<file path="src/logic/pmc_cfg.svh">
// Constants for the power mode controller: offsets, fields, reset values, timing
// Function
// - Mode field value 0x2 selects normal regulator operation.
// - Mode field value 0x3 selects economy, low-drive power-saving operation.
// - Mode field value 0x0 selects automatic normal/economy switching by hardware.
// - Mode field value 0x5 selects super economy, core supply from charge pump.
// - Mode writes take effect only while protect key holds 0x0096.
// - Auto normal: all fast sources stopped, wait 1 ms, enter economy, set flag.
// - Auto economy: any fast source started returns to normal at once.
// - Auto sleep with all clocks stopping: economy at sleep entry, flag untouched.
// - Auto sleep with only low-speed oscillator: economy 1 ms later, set flag.
// - Sleep entry with a fast source active keeps normal operation.
// - Wake in auto: economy if only low-speed oscillator runs, else normal.
// - Charge pump clock is low-speed oscillator clock divided by programmed ratio.
// - Leaving super economy for auto or economy sets flag after 10 ms.
`ifndef PMC_CFG_SVH
`define PMC_CFG_SVH

`define PMC_OFS_PROTECT 8'h00
`define PMC_OFS_CONTROL 8'h04
`define PMC_OFS_TIMING 8'h08
`define PMC_OFS_FLAG 8'h0C
`define PMC_OFS_IRQ_EN 8'h10
`define PMC_OFS_STATUS 8'h14

`define PMC_PROTECT_KEY 16'h0096
`define PMC_PROTECT_RST 16'h0000
`define PMC_MODE_RST 3'h0
`define PMC_PUMP_DIV_RST 2'h0

`define PMC_MODE_LSB 0
`define PMC_PUMP_DIV_LSB 0
`define PMC_FLAG_BIT 0
`define PMC_IRQ_EN_BIT 0

`define PMC_CLK_PERIOD_NS 25
`define PMC_T_AUTO_US 1000
`define PMC_T_RECOVER_US 10000
`define PMC_AUTO_CYC ((`PMC_T_AUTO_US * 1000 + `PMC_CLK_PERIOD_NS - 1) / `PMC_CLK_PERIOD_NS)
`define PMC_RECOVER_CYC ((`PMC_T_RECOVER_US * 1000 + `PMC_CLK_PERIOD_NS - 1) / `PMC_CLK_PERIOD_NS)

`endif

</file>
<file path="src/logic/pmc_pkg.sv">
// Types shared by the power mode controller
package pmc_pkg;

  typedef enum logic [2:0] {
    PMC_MODE_AUTO = 3'h0,
    PMC_MODE_NORMAL = 3'h2,
    PMC_MODE_ECONOMY = 3'h3,
    PMC_MODE_SUPER = 3'h5
  } pmc_mode_t;

  typedef enum logic [3:0] {
    PMC_ST_NORMAL = 4'b0001,
    PMC_ST_ECONOMY = 4'b0010,
    PMC_ST_SUPER = 4'b0100,
    PMC_ST_RECOVER = 4'b1000
  } pmc_state_t;

endpackage

</file>
<file path="src/logic/pmc_pump_clk_div.sv">
// Charge pump clock divider fed by the low-speed oscillator clock pin
`timescale 1ns/1ps
`include "pmc_cfg.svh"
module pmc_pump_clk_div #(
  parameter int DIV_W = 2
) (
  input wire logic clk_sys,
  input wire logic rst,
  input wire logic lsosc_clk,
  input wire logic [DIV_W-1:0] div_sel,
  input wire logic enable,
  output logic pump_clk
);
  import pmc_pkg::*;

  logic sync_a;
  logic sync_b;
  logic sync_c;
  logic [7:0] edge_cnt;
  logic [7:0] edge_last;

  assign edge_last = 8'((1 << div_sel) - 1);

  // Two-stage synchroniser, third stage only for edge detect
  always_ff @(posedge clk_sys) begin
    if (rst) begin
      sync_a <= 1'b0;
      sync_b <= 1'b0;
      sync_c <= 1'b0;
    end else begin
      sync_a <= lsosc_clk;
      sync_b <= sync_a;
      sync_c <= sync_b;
    end
  end

  // Toggle every 2^div_sel rising edges of the low-speed clock
  always_ff @(posedge clk_sys) begin
    if (rst || !enable) begin
      edge_cnt <= 8'h00;
      pump_clk <= 1'b0;
    end else if (sync_b && !sync_c) begin
      if (edge_cnt >= edge_last) begin
        edge_cnt <= 8'h00;
        pump_clk <= !pump_clk;
      end else begin
        edge_cnt <= edge_cnt + 8'h01;
      end
    end
  end

endmodule

</file>
<file path="src/logic/pmc_power_mode_controller.sv">
// Power mode controller: mode registers, automatic normal/economy switching, timers
`timescale 1ns/1ps
`include "pmc_cfg.svh"
module pmc_power_mode_controller #(
  parameter int AUTO_CYC = `PMC_AUTO_CYC,
  parameter int RECOVER_CYC = `PMC_RECOVER_CYC
) (
  input wire logic clk_sys,
  input wire logic rst,
  input wire logic [7:0] addr,
  input wire logic [15:0] wdata,
  input wire logic wr,
  input wire logic rd,
  output logic [15:0] rdata,
  input wire logic internal_fast_osc_on,
  input wire logic external_fast_osc_on,
  input wire logic external_clock_input_on,
  input wire logic lowspeed_crystal_osc_on,
  input wire logic lowspeed_osc_sleep_stop,
  input wire logic fast_osc_sleep_stop,
  input wire logic cpu_sleep_enter,
  input wire logic cpu_wake,
  input wire logic lowspeed_osc_clk,
  output pmc_pkg::pmc_state_t regulator_state,
  output logic regulator_economy,
  output logic charge_pump_en,
  output logic pump_clk,
  output logic irq
);
  import pmc_pkg::*;

  logic [15:0] protect_key;
  pmc_mode_t regulator_mode_select;
  logic [1:0] pump_clock_divider;
  logic transition_complete_flag;
  logic irq_enable;
  logic cpu_asleep;
  pmc_state_t state;
  logic [18:0] tmr;

  logic unlocked;
  logic mode_wr;
  logic mode_legal;
  logic fast_active;
  logic only_lowspeed;
  logic auto_mode;
  logic sleep_all_stop;
  logic auto_wait;
  logic tmr_run;
  logic auto_done;
  logic rec_done;
  logic flag_set;
  logic flag_clr;

  assign unlocked = (protect_key == `PMC_PROTECT_KEY);
  assign mode_legal = (wdata[2:0] == PMC_MODE_AUTO) || (wdata[2:0] == PMC_MODE_NORMAL) ||
                      (wdata[2:0] == PMC_MODE_ECONOMY) || (wdata[2:0] == PMC_MODE_SUPER);
  assign mode_wr = wr && (addr == `PMC_OFS_CONTROL) && unlocked && mode_legal;
  assign fast_active = internal_fast_osc_on || external_fast_osc_on || external_clock_input_on;
  assign only_lowspeed = !fast_active && lowspeed_crystal_osc_on;
  assign auto_mode = (regulator_mode_select == PMC_MODE_AUTO);
  assign sleep_all_stop = lowspeed_osc_sleep_stop && fast_osc_sleep_stop;
  assign auto_wait = (state == PMC_ST_NORMAL) && auto_mode && !fast_active && !cpu_sleep_enter;
  assign tmr_run = auto_wait || (state == PMC_ST_RECOVER);
  assign auto_done = auto_wait && (tmr == 19'(AUTO_CYC - 1));
  assign rec_done = (state == PMC_ST_RECOVER) && (tmr == 19'(RECOVER_CYC - 1));
  assign flag_set = auto_done || (rec_done && (regulator_mode_select != PMC_MODE_NORMAL));
  assign flag_clr = wr && (addr == `PMC_OFS_FLAG) && wdata[`PMC_FLAG_BIT];

  // Protection key
  always_ff @(posedge clk_sys) begin
    if (rst) begin
      protect_key <= `PMC_PROTECT_RST;
    end else if (wr && addr == `PMC_OFS_PROTECT) begin
      protect_key <= wdata;
    end
  end

  // Mode select, protected
  always_ff @(posedge clk_sys) begin
    if (rst) begin
      regulator_mode_select <= pmc_mode_t'(`PMC_MODE_RST);
    end else if (mode_wr) begin
      regulator_mode_select <= pmc_mode_t'(wdata[`PMC_MODE_LSB +: 3]);
    end
  end

  // Pump clock division and interrupt enable
  always_ff @(posedge clk_sys) begin
    if (rst) begin
      pump_clock_divider <= `PMC_PUMP_DIV_RST;
      irq_enable <= 1'b0;
    end else if (wr) begin
      if (addr == `PMC_OFS_TIMING) begin
        pump_clock_divider <= wdata[`PMC_PUMP_DIV_LSB +: 2];
      end
      if (addr == `PMC_OFS_IRQ_EN) begin
        irq_enable <= wdata[`PMC_IRQ_EN_BIT];
      end
    end
  end

  // Sticky flag, set beats write-one clear
  always_ff @(posedge clk_sys) begin
    if (rst) begin
      transition_complete_flag <= 1'b0;
    end else if (flag_set) begin
      transition_complete_flag <= 1'b1;
    end else if (flag_clr) begin
      transition_complete_flag <= 1'b0;
    end
  end

  // CPU run/sleep tracking
  always_ff @(posedge clk_sys) begin
    if (rst) begin
      cpu_asleep <= 1'b0;
    end else if (cpu_wake) begin
      cpu_asleep <= 1'b0;
    end else if (cpu_sleep_enter) begin
      cpu_asleep <= 1'b1;
    end
  end

  // Delay timer, restarted at sleep entry and whenever idle
  always_ff @(posedge clk_sys) begin
    if (rst || !tmr_run || auto_done || rec_done) begin
      tmr <= 19'h00000;
    end else begin
      tmr <= tmr + 19'h00001;
    end
  end

  // Regulator state
  always_ff @(posedge clk_sys) begin
    if (rst) begin
      state <= PMC_ST_NORMAL;
    end else begin
      unique case (state)
        PMC_ST_NORMAL: begin
          if (regulator_mode_select == PMC_MODE_ECONOMY) begin
            state <= PMC_ST_ECONOMY;
          end else if (regulator_mode_select == PMC_MODE_SUPER) begin
            state <= PMC_ST_SUPER;
          end else if (auto_mode) begin
            if (cpu_sleep_enter && sleep_all_stop && !fast_active) begin
              state <= PMC_ST_ECONOMY;
            end else if (auto_done) begin
              state <= PMC_ST_ECONOMY;
            end
          end
        end
        PMC_ST_ECONOMY: begin
          if (regulator_mode_select == PMC_MODE_NORMAL) begin
            state <= PMC_ST_NORMAL;
          end else if (regulator_mode_select == PMC_MODE_SUPER) begin
            state <= PMC_ST_SUPER;
          end else if (auto_mode) begin
            if (cpu_wake) begin
              state <= only_lowspeed ? PMC_ST_ECONOMY : PMC_ST_NORMAL;
            end else if (fast_active) begin
              state <= PMC_ST_NORMAL;
            end
          end
        end
        PMC_ST_SUPER: begin
          if (regulator_mode_select != PMC_MODE_SUPER) begin
            state <= PMC_ST_RECOVER;
          end
        end
        PMC_ST_RECOVER: begin
          if (regulator_mode_select == PMC_MODE_SUPER) begin
            state <= PMC_ST_SUPER;
          end else if (rec_done) begin
            if (regulator_mode_select == PMC_MODE_ECONOMY || (auto_mode && only_lowspeed)) begin
              state <= PMC_ST_ECONOMY;
            end else begin
              state <= PMC_ST_NORMAL;
            end
          end
        end
        default: begin
          state <= PMC_ST_NORMAL;
        end
      endcase
    end
  end

  // Registered outputs
  always_ff @(posedge clk_sys) begin
    if (rst) begin
      regulator_state <= PMC_ST_NORMAL;
      regulator_economy <= 1'b0;
      charge_pump_en <= 1'b0;
      irq <= 1'b0;
    end else begin
      regulator_state <= state;
      regulator_economy <= (state == PMC_ST_ECONOMY);
      charge_pump_en <= (state == PMC_ST_SUPER);
      irq <= transition_complete_flag && irq_enable;
    end
  end

  // Register read, data in the following cycle
  always_ff @(posedge clk_sys) begin
    if (rst) begin
      rdata <= 16'h0000;
    end else if (rd) begin
      unique case (addr)
        `PMC_OFS_PROTECT: rdata <= {15'h0000, unlocked};
        `PMC_OFS_CONTROL: rdata <= {13'h0000, regulator_mode_select};
        `PMC_OFS_TIMING: rdata <= {14'h0000, pump_clock_divider};
        `PMC_OFS_FLAG: rdata <= {15'h0000, transition_complete_flag};
        `PMC_OFS_IRQ_EN: rdata <= {15'h0000, irq_enable};
        `PMC_OFS_STATUS: rdata <= {11'h000, cpu_asleep, state};
        default: rdata <= 16'h0000;
      endcase
    end else begin
      rdata <= 16'h0000;
    end
  end

  // Pump clock from the low-speed oscillator
  pmc_pump_clk_div #(
    .DIV_W(2)
  ) u_pump_div (
    .clk_sys(clk_sys),
    .rst(rst),
    .lsosc_clk(lowspeed_osc_clk),
    .div_sel(pump_clock_divider),
    .enable(state == PMC_ST_SUPER),
    .pump_clk(pump_clk)
  );
endmodule

</file>
<file path="config.mk">
export PLATFORM = sky130hd
export DESIGN_NAME = pmc_power_mode_controller
export DESIGN_NICKNAME = d
export VERILOG_FILES = /design/src/logic/pmc_pkg.sv /design/src/logic/pmc_pump_clk_div.sv /design/src/logic/pmc_power_mode_controller.sv
export VERILOG_INCLUDE_DIRS = /design/src /design/src/logic
export SDC_FILE = /design/constraint.sdc
export NUM_CORES = 1
export LEC_CHECK = 0
export BUFFER_PORTS_ARGS = -buffer_cell sky130_fd_sc_hd__buf_4
export CAP_MARGIN = 20
export CORE_MARGIN = 1.5
export CORE_UTILIZATION = 45
export DETAILED_ROUTE_END_ITERATION = 6
export PLACE_DENSITY_LB_ADDON = 0.25
export SKIP_CTS_REPAIR_TIMING = 1
export SLEW_MARGIN = 10
export SYNTH_ARGS = -nofsm -noshare
export SYNTH_HDL_FRONTEND = slang
export SYNTH_SLANG_ARGS = --single-unit
</file>
<file path="constraint.sdc">
create_clock -name clk_sys -period 4.3 [get_ports clk_sys]
set_clock_uncertainty 0.05 [all_clocks]
set_input_delay 0.215 -clock clk_sys [delete_from_list [all_inputs] [get_ports clk_sys]]
set_output_delay 0.215 -clock clk_sys [all_outputs]
set_load 0.03 [all_outputs]
</file>
==> reports/results.ini, run 1 <==
[critical_path]
cp_slowest_stage_delay_ns = 0.54
critical_path.top_delay_family = simple AND/OR/NAND/NOR gates
worstSetupEndpointType = register
crit_chain = nor4b_2 > and4b_1 > and4b_1 > nor2_1 > o21ai_2 > nor2_1
crit_required_ns = 4.46
crit_buf_inv = 0
path_class = reg -> reg
cpMaxStageDelayCell = dfxtp_1
cp.arrival_ns = 2.39
cp-start-kind = register
cp_max_fo = 19

[power_and_ir_drop]
intPower_w = 0.00107
ir_drop_v = 0.000167
p_leak_nw = 1.70
p_comb_share_pct = 10.5
swShare_pct = 25.3
seqPwrFrac_pct = 47.9
switching_power_w = 0.000364
power.total_w = 0.00144
powerDensity_mw_per_mm2 = 359
clkPwrFrac_pct = 41.6

[yosys]
yosysSeqAreaShare_pct = 41.8
synth_cell_types = 52
synthCells = 384
synth-edff-count = 0
avgSynthCellArea_sq_um = 8.86
synth_top_area_share_pct = 41.8
async_reset_ff_share_pct = 0
synth_area_sq_mm = 0.00340
yosys.area.top_type = dfxtp_1
yosysWarnings = 0
synth_seq_cells = 71
synthTopCellsByArea = dfxtp_1 (42%), nor2_1 (7.9%), mux2i_1 (7.6%), xor2_1 (3.9%), ha_1 (3.3%)
synth_flop_cell = dfxtp_1

[timing]
tightest_slew_ns = 0.718
drv_slew = 0
setup_viol = 0
fmax_mhz = 447
finalCritPeriodShare_pct = 52.0
final-hold-violation-count = 0
hold-worst-slack_ns = 0.0431
fin_crit_ns = 2.24
rsz0062_at_grt = false
finalSetupTns_ns = 0
timing.max_slew.rel_slack_pct = 52.1

[min_path]
hold_path.class = in -> reg

[floorplanning]
die_h_microns = 90.0
die_area_sq_mm = 0.00809
start_util_pct = 46.7
fp-row-count = 31
die-width_microns = 90.0
core_sq_mm = 0.00729
num_io_pins = 61

[global_routing]
grt_pass1_vias = 2482
grt_max_degree = 40
track_usage_pct = 16.8
antenna_found_initial = 0
grt_overflow_total = 0
grt_pass1_wl_microns = 11100

[clock_tree]
htreeDepth = 3
cts_buffer_depth = 2
cts-buffers-inserted = 9
clock_sinks = 71
root_buffer = clkbuf_8
cts_tree = yes
clk_pin_slew_ns = 0.08
insertion_delay_ns = 0.34

[route]
drtPass1Iterations = 4
route.detailed.drc = 0
antenna_left = 0
wl_per_cell_microns = 12.4
vias = 2661
first_iter_violations = 117
viasPerCell = 5.01
drt_wl_total_microns = 6580

[outcome]
status = complete, no violations

[cells_and_area]
layout.nets = 473
n_antenna_cell = 0
area_growth_pct = 17.6
stdcell_area_sq_mm = 0.00400
drive_above_1_share_pct = 17.8

[place]
portBuffers = 49
hpwlAfterDp_microns = 4750
placed_area_sq_mm = 0.00377
place.gp.congestion = 0.920

[flow_run]
max-cap-violations = 0

state kept, by name, indices dropped and copies added, names as in the netlist, 2 cells and up:
register / count
tmr: 19
protect_key: 16
u_pump_div.edge_cnt: 8
rdata: 5
regulator_state: 4
state: 4
regulator_mode_select: 3
pump_clock_divider: 2
final cells by class:
cell class	count	area [sq um]
clock buffer	9	124
clock inverter	7	103
fill	715	3290
inverter	11	41.3
multi-input combinational	284	1810
sequential	71	1420
tap	99	124
timing repair buffer	50	378
stage by stage:
step | setup WS [ns] | instances | utilization, %
4_1_cts | 2.07 | 530 | 54.8
5_1_grt | 1.82 | 531 | 54.9
3_5_place_dp | 2.08 | 514 | 51.6
2_1_floorplan | 2.32 | 394 | -
3_3_place_gp | 2.13 | 514 | 51.6
6_report | 2.06 | 531 | 54.9
cell families after synthesis:
family	Yosys count	share of synthesized area, %
AND/OR/NAND/NOR	181	28.3
flip-flops	71	41.8
buffers and inverters	39	6.10
AO/OA/AOI/OAI	29	5.62
multiplexers	27	7.98
XOR/XNOR	26	6.69
adder cells (fa/ha/maj)	9	3.31
other	2	0.221
per-layer routing:
metal  wire [microns]  part of all wire [%]  GRT usage [%]  vias to the layer above
met3              400                   6.1           5.33                        7
li1                 -                     -              -                     1382
met5                0                     0              0                        -
met2             3000                    46           25.9                       77
met4               61                  0.93           5.69                        0
met1             3120                    47           22.1                     1195
synth_stat cells, types with 6 or more instances:
master    instances
nor2b_1          10
xnor2_1          11
ha_1              9
inv_1            11
nor2_1           72
xor2_1           15
nand2_1          21
nor4_1            6
o21ai_0           7
and3_1            6
nand3_1          10
a21oi_1           9
nor3_1            7
dfxtp_1          71
buf_4            11
clkbuf_1         13
nand2b_1          6
mux2i_1          26
nand4_1           9
worst register-to-register path: stages (launching register included):
cell and delay [ns]:
dfxtp_1 0.54, nor4b_2 0.46, and4b_1 0.31, and4b_1 0.27
nor2_1 0.07, o21ai_2 0.30, nor2_1 0.12
worst paths after layout:
| path | startpoint | end | slack, ns | cells after the start |
|---|---|---|---|---|
| min | wdata[8] | protect_key[8] | 0.04 | 3 |
| min reg2reg | u_pump_div.sync_a | u_pump_div.sync_b | 0.39 | 1 |
| max | state[0] | tmr[14] | 2.06 | 6 |
| max reg2reg | state[0] | tmr[14] | 2.06 | 6 |
placed cells by master (no fill, tap or decap), drive strengths merged, types with 2 or more instances in the layout:
cell type	n
nor3	9
a21oi	9
inv	14
nand2	22
nor4	6
bufinv	2
nand3b	2
nor3b	2
buf	49
and4	3
mux2i	26
dfxtp	71
conb	12
and4b	3
and3	6
or4b	2
o21ai	9
nor2	73
nand4b	4
or4	2
nand4	9
clkbuf	9
or3	4
o311a	2
a31oi	2
nand3	10
xor2	15
xnor2	11
nor2b	10
nor4b	5
nand2b	6
ha	9
power groups by stage:
stage | clock, W | combinational, W | sequential (W)
floorplan | 0 | 0.000114 | 0.000695
global placement | 0 | 0.000146 | 0.000704
detailed placement | 0 | 0.000149 | 0.000704
CTS | 0.000616 | 0.000149 | 0.000688
global route | 0.000651 | 0.000163 | 0.000692
finish | 0.000598 | 0.000151 | 0.000689
Note: power is estimated with default switching activity, not from simulation.
==> run 2: changes to the inputs <==
- clock period: 4.3 -> 1.9 ns (I/O delays scaled with it)
==> reports/results.ini, run 2 (synthesis gave the netlist of run 1 again) <==
[route]
first_iter_violations = 108
drt_wl_total_microns = 7760
viasPerCell = 5.05
vias = 2957
route.detailed.drc = 0
drtPass1Iterations = 6
antenna_left = 0
wl_per_cell_microns = 13.3

[timing]
final-hold-violation-count = 6
setup_viol = 32
fmax_mhz = 494
fin_crit_ns = 2.02
drv_slew = 0
rsz0062_at_grt = true
fin_ws_ns = -0.124
finalSetupTns_ns = -2.71
hold-worst-slack_ns = -0.0311
finalCritPeriodShare_pct = 107

[critical_path]
r2r_slack_ns = -0.12
worstSetupEndpointType = register
cp.arrival_ns = 2.25
cp_max_fo = 4
cp-start-kind = register
crit_required_ns = 2.13
path_class = reg -> reg

[floorplanning]
fp-row-count = 31
die_h_microns = 90.0
core_sq_mm = 0.00729
start_util_pct = 46.7
die-width_microns = 90.0
die_area_sq_mm = 0.00809
num_io_pins = 61

[cells_and_area]
largest_reg_flops = 19
final.fill_count = 620
area_growth_pct = 35.3
layout.nets = 527
largest_register = tmr
drive_above_1_share_pct = 27.8
n_antenna_cell = 0
layout_commonest_cell = buf_4
mostFrequentLayoutCells = buf_4 (88), nor2_1 (72), dfxtp_1 (66), mux2i_1 (26), nand2_1 (21)
reg_top3 = tmr (19), protect_key (16), u_pump_div.edge_cnt (8)

[global_routing]
track_usage_pct = 19.1
antenna_found_initial = 0
grt_pass1_vias = 2741
grt_pass1_wl_microns = 12500
grt_max_degree = 40
grt_overflow_total = 0

[clock_tree]
insertion_delay_ns = 0.35
htreeDepth = 3
cts-buffers-inserted = 9
cts_tree = yes
clk_pin_slew_ns = 0.08
root_buffer = clkbuf_8
cts_buffer_depth = 2
clock_sinks = 71

[min_path]
hold_path.class = in -> reg

[power_and_ir_drop]
power.total_w = 0.00360
p_leak_nw = 2.01
ir_drop_v = 0.000483
powerDensity_mw_per_mm2 = 782

[flow_run]
max-cap-violations = 0

[outcome]
violations = negative hold slack, negative setup slack
status = complete, but fails checks

[place]
hpwlAfterDp_microns = 5390
place.gp.congestion = 0.931
portBuffers = 49

run 2: cell count changes in the layout (fill, tap and decap cells not counted), moves of 2 or more:
cell	previous run	this run
nor4_1	6	3
inv_6	3	1
a21oi_2	0	2
dfxtp_1	71	66
dlygate4sd3_1	1	15
nor4_2	0	2
dfxtp_2	0	5
bufinv_16	2	4
a21oi_1	9	7
nor3_4	0	2
buf_4	49	88
nor3_2	2	0
run 2: critical path, stage by stage, from the launching register on:
cell and delay (ns):
dfxtp_2 0.34, or2_4 0.26, ha_4 0.26, nand2b_4 0.10
a21o_1 0.11, a21oi_2 0.05, o2111a_2 0.29, or3_1 0.37
a21oi_1 0.12
run 2: cell type report:
| class | count | area (sq um) | area share [%] |
|---|---|---|---|
| Multi-Input combinational cell | 284 | 1910 | 41.5 |
| Sequential cell | 71 | 1430 | 31.0 |
| Timing Repair Buffer | 104 | 831 | 18.0 |
| Clock inverter | 7 | 144 | 3.13 |
| Clock buffer | 9 | 124 | 2.69 |
| Tap cell | 99 | 124 | 2.69 |
| Inverter | 11 | 41.3 | 0.897 |
run 2: where the power goes:
| group | internal, W | switching, W | leakage (nW) |
|---|---|---|---|
| Combinational | 0.000228 | 0.000241 | 1.31 |
| Sequential | 0.00151 | 0.0000192 | 0.575 |
| Clock | 0.00101 | 0.000591 | 0.126 |
| Total | 0.00275 | 0.000850 | 2.01 |
run 2: worst paths after layout:
| path | start | end | cells after the start |
|---|---|---|---|
| min | cpu_sleep_enter | cpu_asleep | 3 |
| max reg2reg | pump_clock_divider[1] | u_pump_div.pump_clk | 8 |
| min reg2reg | u_pump_div.sync_a | u_pump_div.sync_b | 1 |
| max | pump_clock_divider[1] | u_pump_div.pump_clk | 8 |
run 2: metal layers:
metal	vias to the layer above	GRT usage [%]	wire length, microns
li1	1496	-	-
met1	1354	23.8	3460
met2	94	32.5	3720
met3	13	4.40	428
met4	0	6.35	154
met5	-	0	0
run 2: per-stage QoR:
step	cells	util (%)	setup WS (ns)	area, sq um
global route	585	63.1	-0.221	4600
finish	585	63.1	-0.124	4600
global placement	551	55.8	-0.0743	4070
floorplan	394	-	0.000585	3450
detailed placement	551	55.8	-0.165	4070
CTS	567	59.4	-0.194	4330
